$ cat config.mk
export PLATFORM = sky130hd
export DESIGN_NAME = cpw_top
export DESIGN_NICKNAME = d
export VERILOG_FILES = /design/src/cpw_pkg.sv /design/src/cpw_top.sv
export VERILOG_INCLUDE_DIRS = /design/src /design/src/src
export SDC_FILE = /design/constraint.sdc
export NUM_CORES = 1
export LEC_CHECK = 0
export BUFFER_PORTS_ARGS = -buffer_cell sky130_fd_sc_hd__buf_2
export CAP_MARGIN = 20
export CORE_MARGIN = 3
export CORE_UTILIZATION = 57
export DETAILED_ROUTE_END_ITERATION = 10
export HOLD_SLACK_MARGIN = 0.1
export PLACE_DENSITY = 0.84
export SYNTH_ARGS = -nofsm -noshare
export SYNTH_HDL_FRONTEND = slang
export SYNTH_SLANG_ARGS = --single-unit
$ cat constraint.sdc
create_clock -name i_ref_clk -period 4.9 [get_ports i_ref_clk]
set_input_delay 0.98 -clock i_ref_clk [delete_from_list [all_inputs] [get_ports i_ref_clk]]
set_output_delay 0.98 -clock i_ref_clk [all_outputs]
set_load 0.02 [all_outputs]
$ cat src/cpw_map.svh
// Register map and reset values of the pulse-width block
// Assumes a 32-bit classic Wishbone slave with word-aligned registers
`ifndef CPW_MAP_SVH
`define CPW_MAP_SVH
`define CPW_ADR_CTRL     6'h00
`define CPW_ADR_DUTY     6'h04
`define CPW_ADR_SHADOW   6'h08
`define CPW_ADR_PERIOD   6'h0c
`define CPW_ADR_PIN      6'h10
`define CPW_ADR_TIMER    6'h14
`define CPW_CTRL_MODE_LO 0
`define CPW_CTRL_MODE_HI 3
`define CPW_CTRL_DLO_LO  4
`define CPW_CTRL_DLO_HI  5
`define CPW_CTRL_RST     8'h00
`define CPW_DUTY_RST     8'h00
`define CPW_PERIOD_RST   8'hff
`define CPW_PIN_DIR_RST  1'b1
`define CPW_MODE_PWM     4'hc
`define CPW_PRE_1        2'h0
`define CPW_PRE_4        2'h1
`endif

$ cat src/cpw_pkg.sv
// Types shared by the pulse-width block
// Assumes the map header is included alongside
package cpw_pkg;
  typedef struct packed {
    logic        cyc;
    logic        stb;
    logic        we;
    logic [5:0]  adr;
    logic [3:0]  sel;
    logic [31:0] dat;
  } cpw_wb_req_t;
  typedef struct packed {
    logic        ack;
    logic [31:0] dat;
  } cpw_wb_rsp_t;
  typedef struct packed {
    logic o;
    logic oe_n;
  } cpw_pin_t;
endpackage

$ cat src/cpw_top.sv
// Pulse-width output of a capture/compare module with its period timer
// Assumes a classic Wishbone master and an external prescale select
//
// The register addresses and the Wishbone register port are this design's own decisions.
`timescale 1ns/1ps
`include "cpw_map.svh"

////////////////////////////////////////////////////////////////////////
// Operation
// - Pulse output with ten-bit duty resolution
// - Pin driven only when direction selects output
// - Zero control write forces module latch low
// - Period is (match+1) x4 oscillator x prescale
// - Timer clears after equalling the match value
// - Restart sets pin high unless duty zero
// - Restart copies written duty into shadow
// - Duty is register bits plus control 5:4
// - High time is duty x oscillator x prescale
// - Duty writes anytime, take effect next period
// - Shadow readable, software writes ignored in mode
module cpw_top #(
  parameter int PRE_W = 4
) (
  input  wire logic                 i_ref_clk,
  input  wire logic                 i_rst,
  input  wire cpw_pkg::cpw_wb_req_t i_wb,
  input  wire logic [1:0]           i_prescale,
  output logic                      o_wb_ack,
  output logic [31:0]               o_wb_dat,
  output logic                      o_pulse_output_pin,
  output logic                      o_pulse_output_pin_oe_n
);
  import cpw_pkg::*;

  ////////////////////////////////////////////////////////////////////
  // Behaviour notes
  // Bus: request taken with ack low, ack one cycle later
  // Bus: writes land on the edge where ack is sampled high
  // Bus: reads are registered, data valid only with ack
  // Bus: byte lane 0 qualifies every write
  // Bus: cyc and stb must fall between two requests
  // Timer: runs only in pulse mode, held at zero otherwise
  // Timer: prescale tick every one, four or sixteen cycles
  // Timer: sub-counter adds two fine bits per timer step
  // Timer: increment on the fourth tick of the sub-counter
  // Period: restart on the increment where timer equals match
  // Period: length is (match+1) x 4 x prescale cycles
  // Duty: written value copied to shadow only at restart
  // Duty: shadow read-only while pulse mode is on
  // Duty: outside pulse mode a shadow write loads the top bits
  // Output: set at restart unless the new duty is zero
  // Output: cleared when the fine count steps onto the shadow
  // Output: never cleared when duty reaches a full period
  // Output: leaving pulse mode drops the latch at once
  // Pin: driven only with the direction bit at output
  // Pin: updates on the same edge as the latch
  // Hazard: prescale change mid-period stretches that period
  // Hazard: match value below timer waits a full wrap
  // Hazard: low duty bits share the control register write
  // Hazard: a control write that leaves pulse mode clears counters and latch

  ////////////////////////////////////////////////////////////////////
  // Register map, byte offsets on the bus
  // 0x00 control: mode in [3:0], low duty bits in [5:4]
  // 0x04 duty: eight high duty bits
  // 0x08 shadow: ten-bit duty in use, read-only in pulse mode
  // 0x0c period match: timer end value
  // 0x10 direction: bit 0, set releases the pin
  // 0x14 timer: current period timer count, read-only
  // Other offsets read zero and ignore writes

  ////////////////////////////////////////////////////////////////////
  // Timing walk at prescale one, match m, duty d
  // Edge 0: restart, timer and sub clear, latch set
  // Edge k: fine count steps from k-1 to k on each tick
  // Edge d: fine count reaches d, latch cleared
  // Edge 4(m+1): next restart, pin on the same edge as latch

  ////////////////////////////////////////////////////////////////////
  // Registers
  logic [7:0]       module_control_register;
  logic [7:0]       duty_write_register;
  logic [9:0]       duty_shadow_register;
  logic [7:0]       period_match_value;
  logic             pin_direction_bit;
  logic [7:0]       period_timer_count;
  logic [1:0]       sub_count;
  logic [PRE_W-1:0] pre_count;
  logic             out_latch;

  ////////////////////////////////////////////////////////////////////
  // Bus decode
  wire   acc     = i_wb.cyc & i_wb.stb & ~o_wb_ack;
  // Write commits on the edge where the master sees ack
  wire   commit  = i_wb.cyc & i_wb.stb & o_wb_ack;
  wire   wr      = commit & i_wb.we & i_wb.sel[0];
  wire   wr_ctrl = wr & (i_wb.adr == `CPW_ADR_CTRL);
  wire   wr_duty = wr & (i_wb.adr == `CPW_ADR_DUTY);
  wire   wr_shd  = wr & (i_wb.adr == `CPW_ADR_SHADOW);
  wire   wr_per  = wr & (i_wb.adr == `CPW_ADR_PERIOD);
  wire   wr_pin  = wr & (i_wb.adr == `CPW_ADR_PIN);
  wire   pwm_on  = module_control_register[`CPW_CTRL_MODE_HI:
                   `CPW_CTRL_MODE_LO] == `CPW_MODE_PWM;
  // Written duty value, eight high plus two low bits
  wire [9:0] duty_written = {duty_write_register,
    module_control_register[`CPW_CTRL_DLO_HI:`CPW_CTRL_DLO_LO]};

  logic [31:0] rd_mux;
  always_comb begin
    case (i_wb.adr)
      `CPW_ADR_CTRL:   rd_mux = {24'h0, module_control_register};
      `CPW_ADR_DUTY:   rd_mux = {24'h0, duty_write_register};
      `CPW_ADR_SHADOW: rd_mux = {22'h0, duty_shadow_register};
      `CPW_ADR_PERIOD: rd_mux = {24'h0, period_match_value};
      `CPW_ADR_PIN:    rd_mux = {31'h0, pin_direction_bit};
      `CPW_ADR_TIMER:  rd_mux = {24'h0, period_timer_count};
      default:         rd_mux = 32'h0;
    endcase
  end

  // Read data held only for the ack cycle
  wire [31:0] next_rd_dat = acc ? rd_mux : 32'h0;

  // Ack one cycle after request, dropped the next
  always_ff @(posedge i_ref_clk or posedge i_rst) begin
    if (i_rst)
      o_wb_ack <= 1'b0;
    else
      o_wb_ack <= acc;
  end

  // Read data register
  always_ff @(posedge i_ref_clk or posedge i_rst) begin
    if (i_rst)
      o_wb_dat <= 32'h0;
    else
      o_wb_dat <= next_rd_dat;
  end

  ////////////////////////////////////////////////////////////////////
  // Time base
  logic [PRE_W-1:0] pre_max;
  always_comb begin
    case (i_prescale)
      `CPW_PRE_1: pre_max = PRE_W'(0);
      `CPW_PRE_4: pre_max = PRE_W'(3);
      default:    pre_max = PRE_W'(15);
    endcase
  end
  wire tick     = pwm_on & (pre_count == pre_max);
  wire inc      = tick & (sub_count == 2'h3); // four prescaled ticks
  wire restart  = inc & (period_timer_count == period_match_value);
  wire [9:0] fine      = {period_timer_count, sub_count};
  // Fine count after this tick; high lasts exactly duty ticks
  wire [9:0] next_fine = fine + 10'h1;
  // Restart outranks a match, so full duty stays high
  wire hit      = tick & (next_fine == duty_shadow_register);

  // Next prescaler, sub-counter and timer values
  logic [PRE_W-1:0] next_pre_count;
  logic [1:0]       next_sub_count;
  logic [7:0]       next_timer;
  always_comb begin
    next_pre_count = pre_count;
    next_sub_count = sub_count;
    next_timer     = period_timer_count;
    if (!pwm_on) begin
      next_pre_count = '0;
      next_sub_count = 2'h0;
      next_timer     = 8'h0;
    end else begin
      if (tick)
        next_pre_count = '0;
      else
        next_pre_count = pre_count + PRE_W'(1);
      if (tick)
        next_sub_count = sub_count + 2'h1;
      if (restart)
        next_timer = 8'h0;
      else if (inc)
        next_timer = period_timer_count + 8'h1;
    end
  end

  // Prescaler, four-phase sub-counter and period timer
  always_ff @(posedge i_ref_clk or posedge i_rst) begin
    if (i_rst) begin
      pre_count          <= '0;
      sub_count          <= 2'h0;
      period_timer_count <= 8'h0;
    end else begin
      pre_count          <= next_pre_count;
      sub_count          <= next_sub_count;
      period_timer_count <= next_timer;
    end
  end

  ////////////////////////////////////////////////////////////////////
  // Software registers

  // Control register: mode and low duty bits
  always_ff @(posedge i_ref_clk or posedge i_rst) begin
    if (i_rst)
      module_control_register <= `CPW_CTRL_RST;
    else if (wr_ctrl)
      module_control_register <= i_wb.dat[7:0];
  end

  // Duty register: eight high duty bits
  always_ff @(posedge i_ref_clk or posedge i_rst) begin
    if (i_rst)
      duty_write_register <= `CPW_DUTY_RST;
    else if (wr_duty)
      duty_write_register <= i_wb.dat[7:0];
  end

  // Period match register
  always_ff @(posedge i_ref_clk or posedge i_rst) begin
    if (i_rst)
      period_match_value <= `CPW_PERIOD_RST;
    else if (wr_per)
      period_match_value <= i_wb.dat[7:0];
  end

  // Direction bit, set means input
  always_ff @(posedge i_ref_clk or posedge i_rst) begin
    if (i_rst)
      pin_direction_bit <= `CPW_PIN_DIR_RST;
    else if (wr_pin)
      pin_direction_bit <= i_wb.dat[0];
  end

  // Next shadow: restart load wins over a bus write
  logic [9:0] next_shadow;
  always_comb begin
    next_shadow = duty_shadow_register;
    if (restart)
      next_shadow = duty_written;
    else if (wr_shd && !pwm_on)
      next_shadow = {i_wb.dat[7:0], 2'h0};
  end

  // Duty shadow register
  always_ff @(posedge i_ref_clk or posedge i_rst) begin
    if (i_rst)
      duty_shadow_register <= 10'h0;
    else
      duty_shadow_register <= next_shadow;
  end

  ////////////////////////////////////////////////////////////////////
  // Output latch
  logic next_out;
  always_comb begin
    next_out = out_latch;
    if (!pwm_on)
      next_out = 1'b0;
    else if (restart)
      next_out = (duty_written != 10'h0);
    else if (hit)
      next_out = 1'b0;
  end

  // Pin value and enable ahead of the output flops
  wire next_pin  = next_out & ~pin_direction_bit;
  wire next_oe_n = pin_direction_bit;

  // Module output latch
  always_ff @(posedge i_ref_clk or posedge i_rst) begin
    if (i_rst)
      out_latch <= 1'b0;
    else
      out_latch <= next_out;
  end

  // Pin flops, released while direction is input
  always_ff @(posedge i_ref_clk or posedge i_rst) begin
    if (i_rst) begin
      o_pulse_output_pin      <= 1'b0;
      o_pulse_output_pin_oe_n <= 1'b1;
    end else begin
      o_pulse_output_pin      <= next_pin;
      o_pulse_output_pin_oe_n <= next_oe_n;
    end
  end
endmodule

### Word level (Yosys, flattened, before mapping)

Cells that the tools add are included.

| storage, ports and cells | value |
|---|---|
| register bits after elaboration | 85 |
| output and inout port bits | 35 |
| word-level logic and storage cells | 68 |

| cells by class | value |
|---|---|
| reduce and logical (&&, ||, !) cells | 6 |
| equal/unequal tests | 13 |
| muxes and demuxes | 15 |
| bitwise gates (word level) | 17 |
| add/subtract/negate cells | 4 |

Operator list:

| cell | number |
|---|---|
| $pmux 10 s6 | 1 |
| $mux 32 | 1 |
| $mux 8 | 3 |
| $mux 10 | 2 |
| $and 1x1->1 | 15 |
| $eq 6x4->1 const B | 2 |
| $eq 6x5->1 const B | 2 |
| $add 10x1->10 const B | 1 |
| $eq 10x10->1 | 1 |
| $reduce_bool 10->1 | 1 |
| $add 8x1->8 const B | 1 |
| $eq 8x8->1 | 1 |
| $mux 4 | 2 |
| $pmux 4 s2 | 1 |
| $eq 6x3->1 const B | 1 |
| $logic_not 6->1 | 1 |
| $add 4x1->4 const B | 1 |
| $eq 4x4->1 | 1 |
| $eq 4x4->1 const B | 1 |
| $mux 2 | 2 |
| $mux 1 | 3 |
| $ne 3x1->1 const B | 1 |
| $add 2x1->2 const B | 1 |
| $eq 2x1->1 const B | 1 |
| 7 further kinds | 8 |

### Longest topological paths before layout

| logic depth | value |
|---|---|
| depth after elaboration | 9 |
| gate-level depth with buffers | 7 |
| gate-level depth less buffers | 6 |

### Worst setup path before layout

No wires, ideal clock.

| path | value |
|---|---|
| path type | in2reg |
| start | in i_wb[37] in the netlist's numbering |
| end | reg duty_shadow_register[4] |
| library setup time | 0.125 ns |
| path slack | 2.467 ns |
| cell stages on the path | 5 |
| data required time | 4.775 ns |
| buffers on the path | 0 |
| arrival time | 2.308 ns |
| path through | or3_4 > nor3b_2 > and3_1 > mux2_2 > mux2_4 |

| between the ends | value |
|---|---|
| word-level cells in the longest chain between the ends | 4 |

RTL lines:

| what | RTL line | text |
|---|---|---|
| start, declared | cpw_top.sv:26 | `input wire cpw_pkg::cpw_wb_req_t i_wb,` |
| $eq 6x4->1 | n/a |  |
| $and 1x1->1 | cpw_top.sv:99 | `` wire wr_shd = wr & (i_wb.adr == `CPW_ADR_SHADOW); `` |
| $logic_and 1x1->1 | cpw_top.sv:239 | `else if (wr_shd && !pwm_on)` |
| $reduce_bool 2->1 (no source line) | n/a |  |
| end signal, assigned | cpw_top.sv:248 | `duty_shadow_register <= next_shadow;` |
| end, declared | cpw_top.sv:83 | `logic [9:0] duty_shadow_register;` |

No other way between the ends.
A chain may end at the register's enable or synchronous reset.

### Final worst setup path

Same ends and word-level chain as after synthesis.

==> out/qor.yml <==
status: "finished, final reports clean"
hold_slack_ns: 0.381
reg2reg_slack_ns: 2.53
track_usage: 0.239
num_vias: 2748
drive_above_1_share: 0.287
nNetsFinal: 400
path_buf_inv: 2
setup_viol: 0
hold_viol: 0
clk_pin_slew_ns: 0.07
ys_dominant_reg_cell: "dfrtp_1"
dr.first_iter.drc_count: 250
core_area_um2: 5960
synth_edf_count: 0
worstPathRequired_ns: 5.13
n_antenna_cell: 0
async_reset_ff_frac: 1.00
netSwitchingFraction: 0.230
power.switching_w: 0.000250
crit_type: "in2reg"
synth_common_cells: "dfrtp_1, buf_4, mux2_2, nand3_1, xor2_1"
fin_ws_ns: 2.12
grt-ovfl-total: 0
syn_area_um2: 3540
rr_worst_depth: 5
holdBufCountCts: 0
start_kind: "input port"
tightest_slew_ns: 0.789
antenna_found_initial: 0
htreeDepth: 3
path_cells: "buf_2 -> or3_4 -> nor3b_2 -> buf_4 -> and3_1 -> mux2_2 -> mux2_4"
synth.distinct_cells: 57
synthesis.instances: 320
crit_cells: 7
grt_max_degree: 64
layout_min_cycle_time_ns: 2.78
synth_most_common_cell: "dfrtp_1"
wl_um: 8080
final.period_utilization: 0.568
drc: 0
power_frac_comb: 0.059
die_x_um: 84.8
pwr-share-clk: 0.457
vias_per_cell: 6.44
yosys_warnings: 0
grt_pass1_vias: 2642
slew_violations: 0
clockBufferDepth: 2
port_buffers: 34
leakagePower_nw: 1.82
fin_tns_setup_ns: 0
dp_hpwl_um: 5570
cp_max_fo: 20
vdd.ir_drop.worst_v: 0.000238
clk_latency_ns: 0.35
hold_class: "reg2reg"
cts_tree: "done"
cts.sinks: 63
slew_headroom: 0.474
ys_seq_area_frac: 0.449
clock_skew_ns: 0.00980
max_stage_delay_ns: 0.44
synth_top_cell_by_area: "dfrtp_1"
power_density_nw_per_um2: 285
post_drt_wl_per_cell_um: 18.9
ys_ff_latch: 63
pin_count: 84
endpoint_kind: "flip-flop"
start_util: 0.595
hold_depth: 0
dieArea_um2: 7200
p_int_w: 0.000839
nFillCells: 456
synth_area_leaders: "dfrtp_1, mux2_2, dfstp_2"
slowest_stage: "and3_1"
fin_util: 0.643
fp-row-count: 28
drtAntennaViolNets: 0
seq_power_share: 0.484
grt_pass1_wl_um: 13400
die_height_um: 84.8
place_ws_ns: 1.79
syn_avg_cell_area_um2: 11.1
gp_congestion: 0.951
arrival_ns: 3.01
maxCapViolCount: 0
synth.top_cell.area_share: 0.374
drt_first_pass_iters: 7
fmax_ghz: 0.359
cts_buffers: 9
cts_resized: 0
rsz0062_at_grt: "no"
root_buffer: "clkbuf_8"
cp_top_family: "simple AND/OR/NAND/NOR gates"
post-cts-setup-buffers: 0
synthToLayoutAreaGrowth_pct: 8.12
==> registers in the layout, indices dropped and copies added (netlist names), 2 cells and up <==
| register | count |
|---|---|
| period_timer_count | 8 |
| duty_write_register | 8 |
| o_wb_dat | 10 |
| period_match_value | 8 |
| sub_count | 2 |
| pre_count | 4 |
| module_control_register | 8 |
| duty_shadow_register | 10 |
==> kinds of logic (layout without fill, tap and decap cells) <==
kind of cell | after synthesis | after routing | share of synthesized area
mux | 26 | 26 | 0.0837
other cells | 1 | 22 | 0.00106
xor+xnor | 26 | 26 | 0.0643
fa+ha+maj | 4 | 4 | 0.0141
flops | 63 | 63 | 0.449
simple gates | 86 | 86 | 0.150
compound gates | 67 | 67 | 0.150
buf+inv | 47 | 58 | 0.0880
==> final cells by class <==
class	count	area [um2]	area share
clock inverter	4	70.1	0.0183
multi-input combinational	231	1720	0.449
timing repair buffer	37	193	0.0503
sequential	63	1590	0.415
tap	75	93.8	0.0245
clock buffer	12	145	0.0379
inverter	5	18.8	0.00490
==> routing by layer <==
| metal | global-route usage | routed length [um] | vias up |
|---|---|---|---|
| met3 | 0.0485 | 656 | 23 |
| li1 | - | - | 1219 |
| met1 | 0.317 | 3240 | 1357 |
| met2 | 0.372 | 3940 | 149 |
| met4 | 0.127 | 237 | 0 |
| met5 | 0 | 0 | - |
==> path summary, 6_finish.rpt <==
path                                        from                          to
setup / recovery                        i_wb[37]     duty_shadow_register[4]
hold / removal                         next_oe_n     o_pulse_output_pin_oe_n
setup reg to reg           period_timer_count[3]     duty_shadow_register[3]
hold reg to reg                        next_oe_n     o_pulse_output_pin_oe_n
max in group asynchronous                  i_rst  module_control_register[3]
min in group asynchronous                  i_rst  module_control_register[0]
==> metrics by stage <==
stage | power, W | cells | area [um2]
floorplan | 0.000592 | 341 | 3620
detailed placement | 0.000601 | 411 | 3610
global route | 0.00112 | 427 | 3830
CTS | 0.00110 | 427 | 3830
global placement | 0.000599 | 411 | 3610
finish | 0.00109 | 427 | 3830
==> power groups by stage <==
stage	Sequential [W]	Combinational, W	Clock, W
after global placement	0.000536	0.0000625	0
after global routing	0.000527	0.0000716	0.000526
final	0.000527	0.0000645	0.000498
after CTS	0.000527	0.0000645	0.000505
after detailed placement	0.000536	0.0000641	0
after floorplan	0.000537	0.0000552	0
==> cells in the final DEF, fill, tap and decap left out, types with 3 or more instances in the layout <==
master and count:
inv_1 4, o2111ai_1 3, xor2_1 14, a221o_1 7
a222oi_1 9, a21oi_1 7, a221oi_1 7, clkbuf_8 10
nor3_1 8, xnor2_1 12, nand2_1 13, nand3_1 15
and3_1 6, nor2_1 8, buf_4 3, a211oi_1 7
o31ai_1 3, a31oi_1 10, mux2_2 25, and2_1 8
ha_1 4, conb_1 22, buf_2 34, dfrtp_1 53
nand4_1 3, o21ai_0 3, dfstp_2 10, or4_1 3
Note: power is estimated with default switching activity, not from simulation.
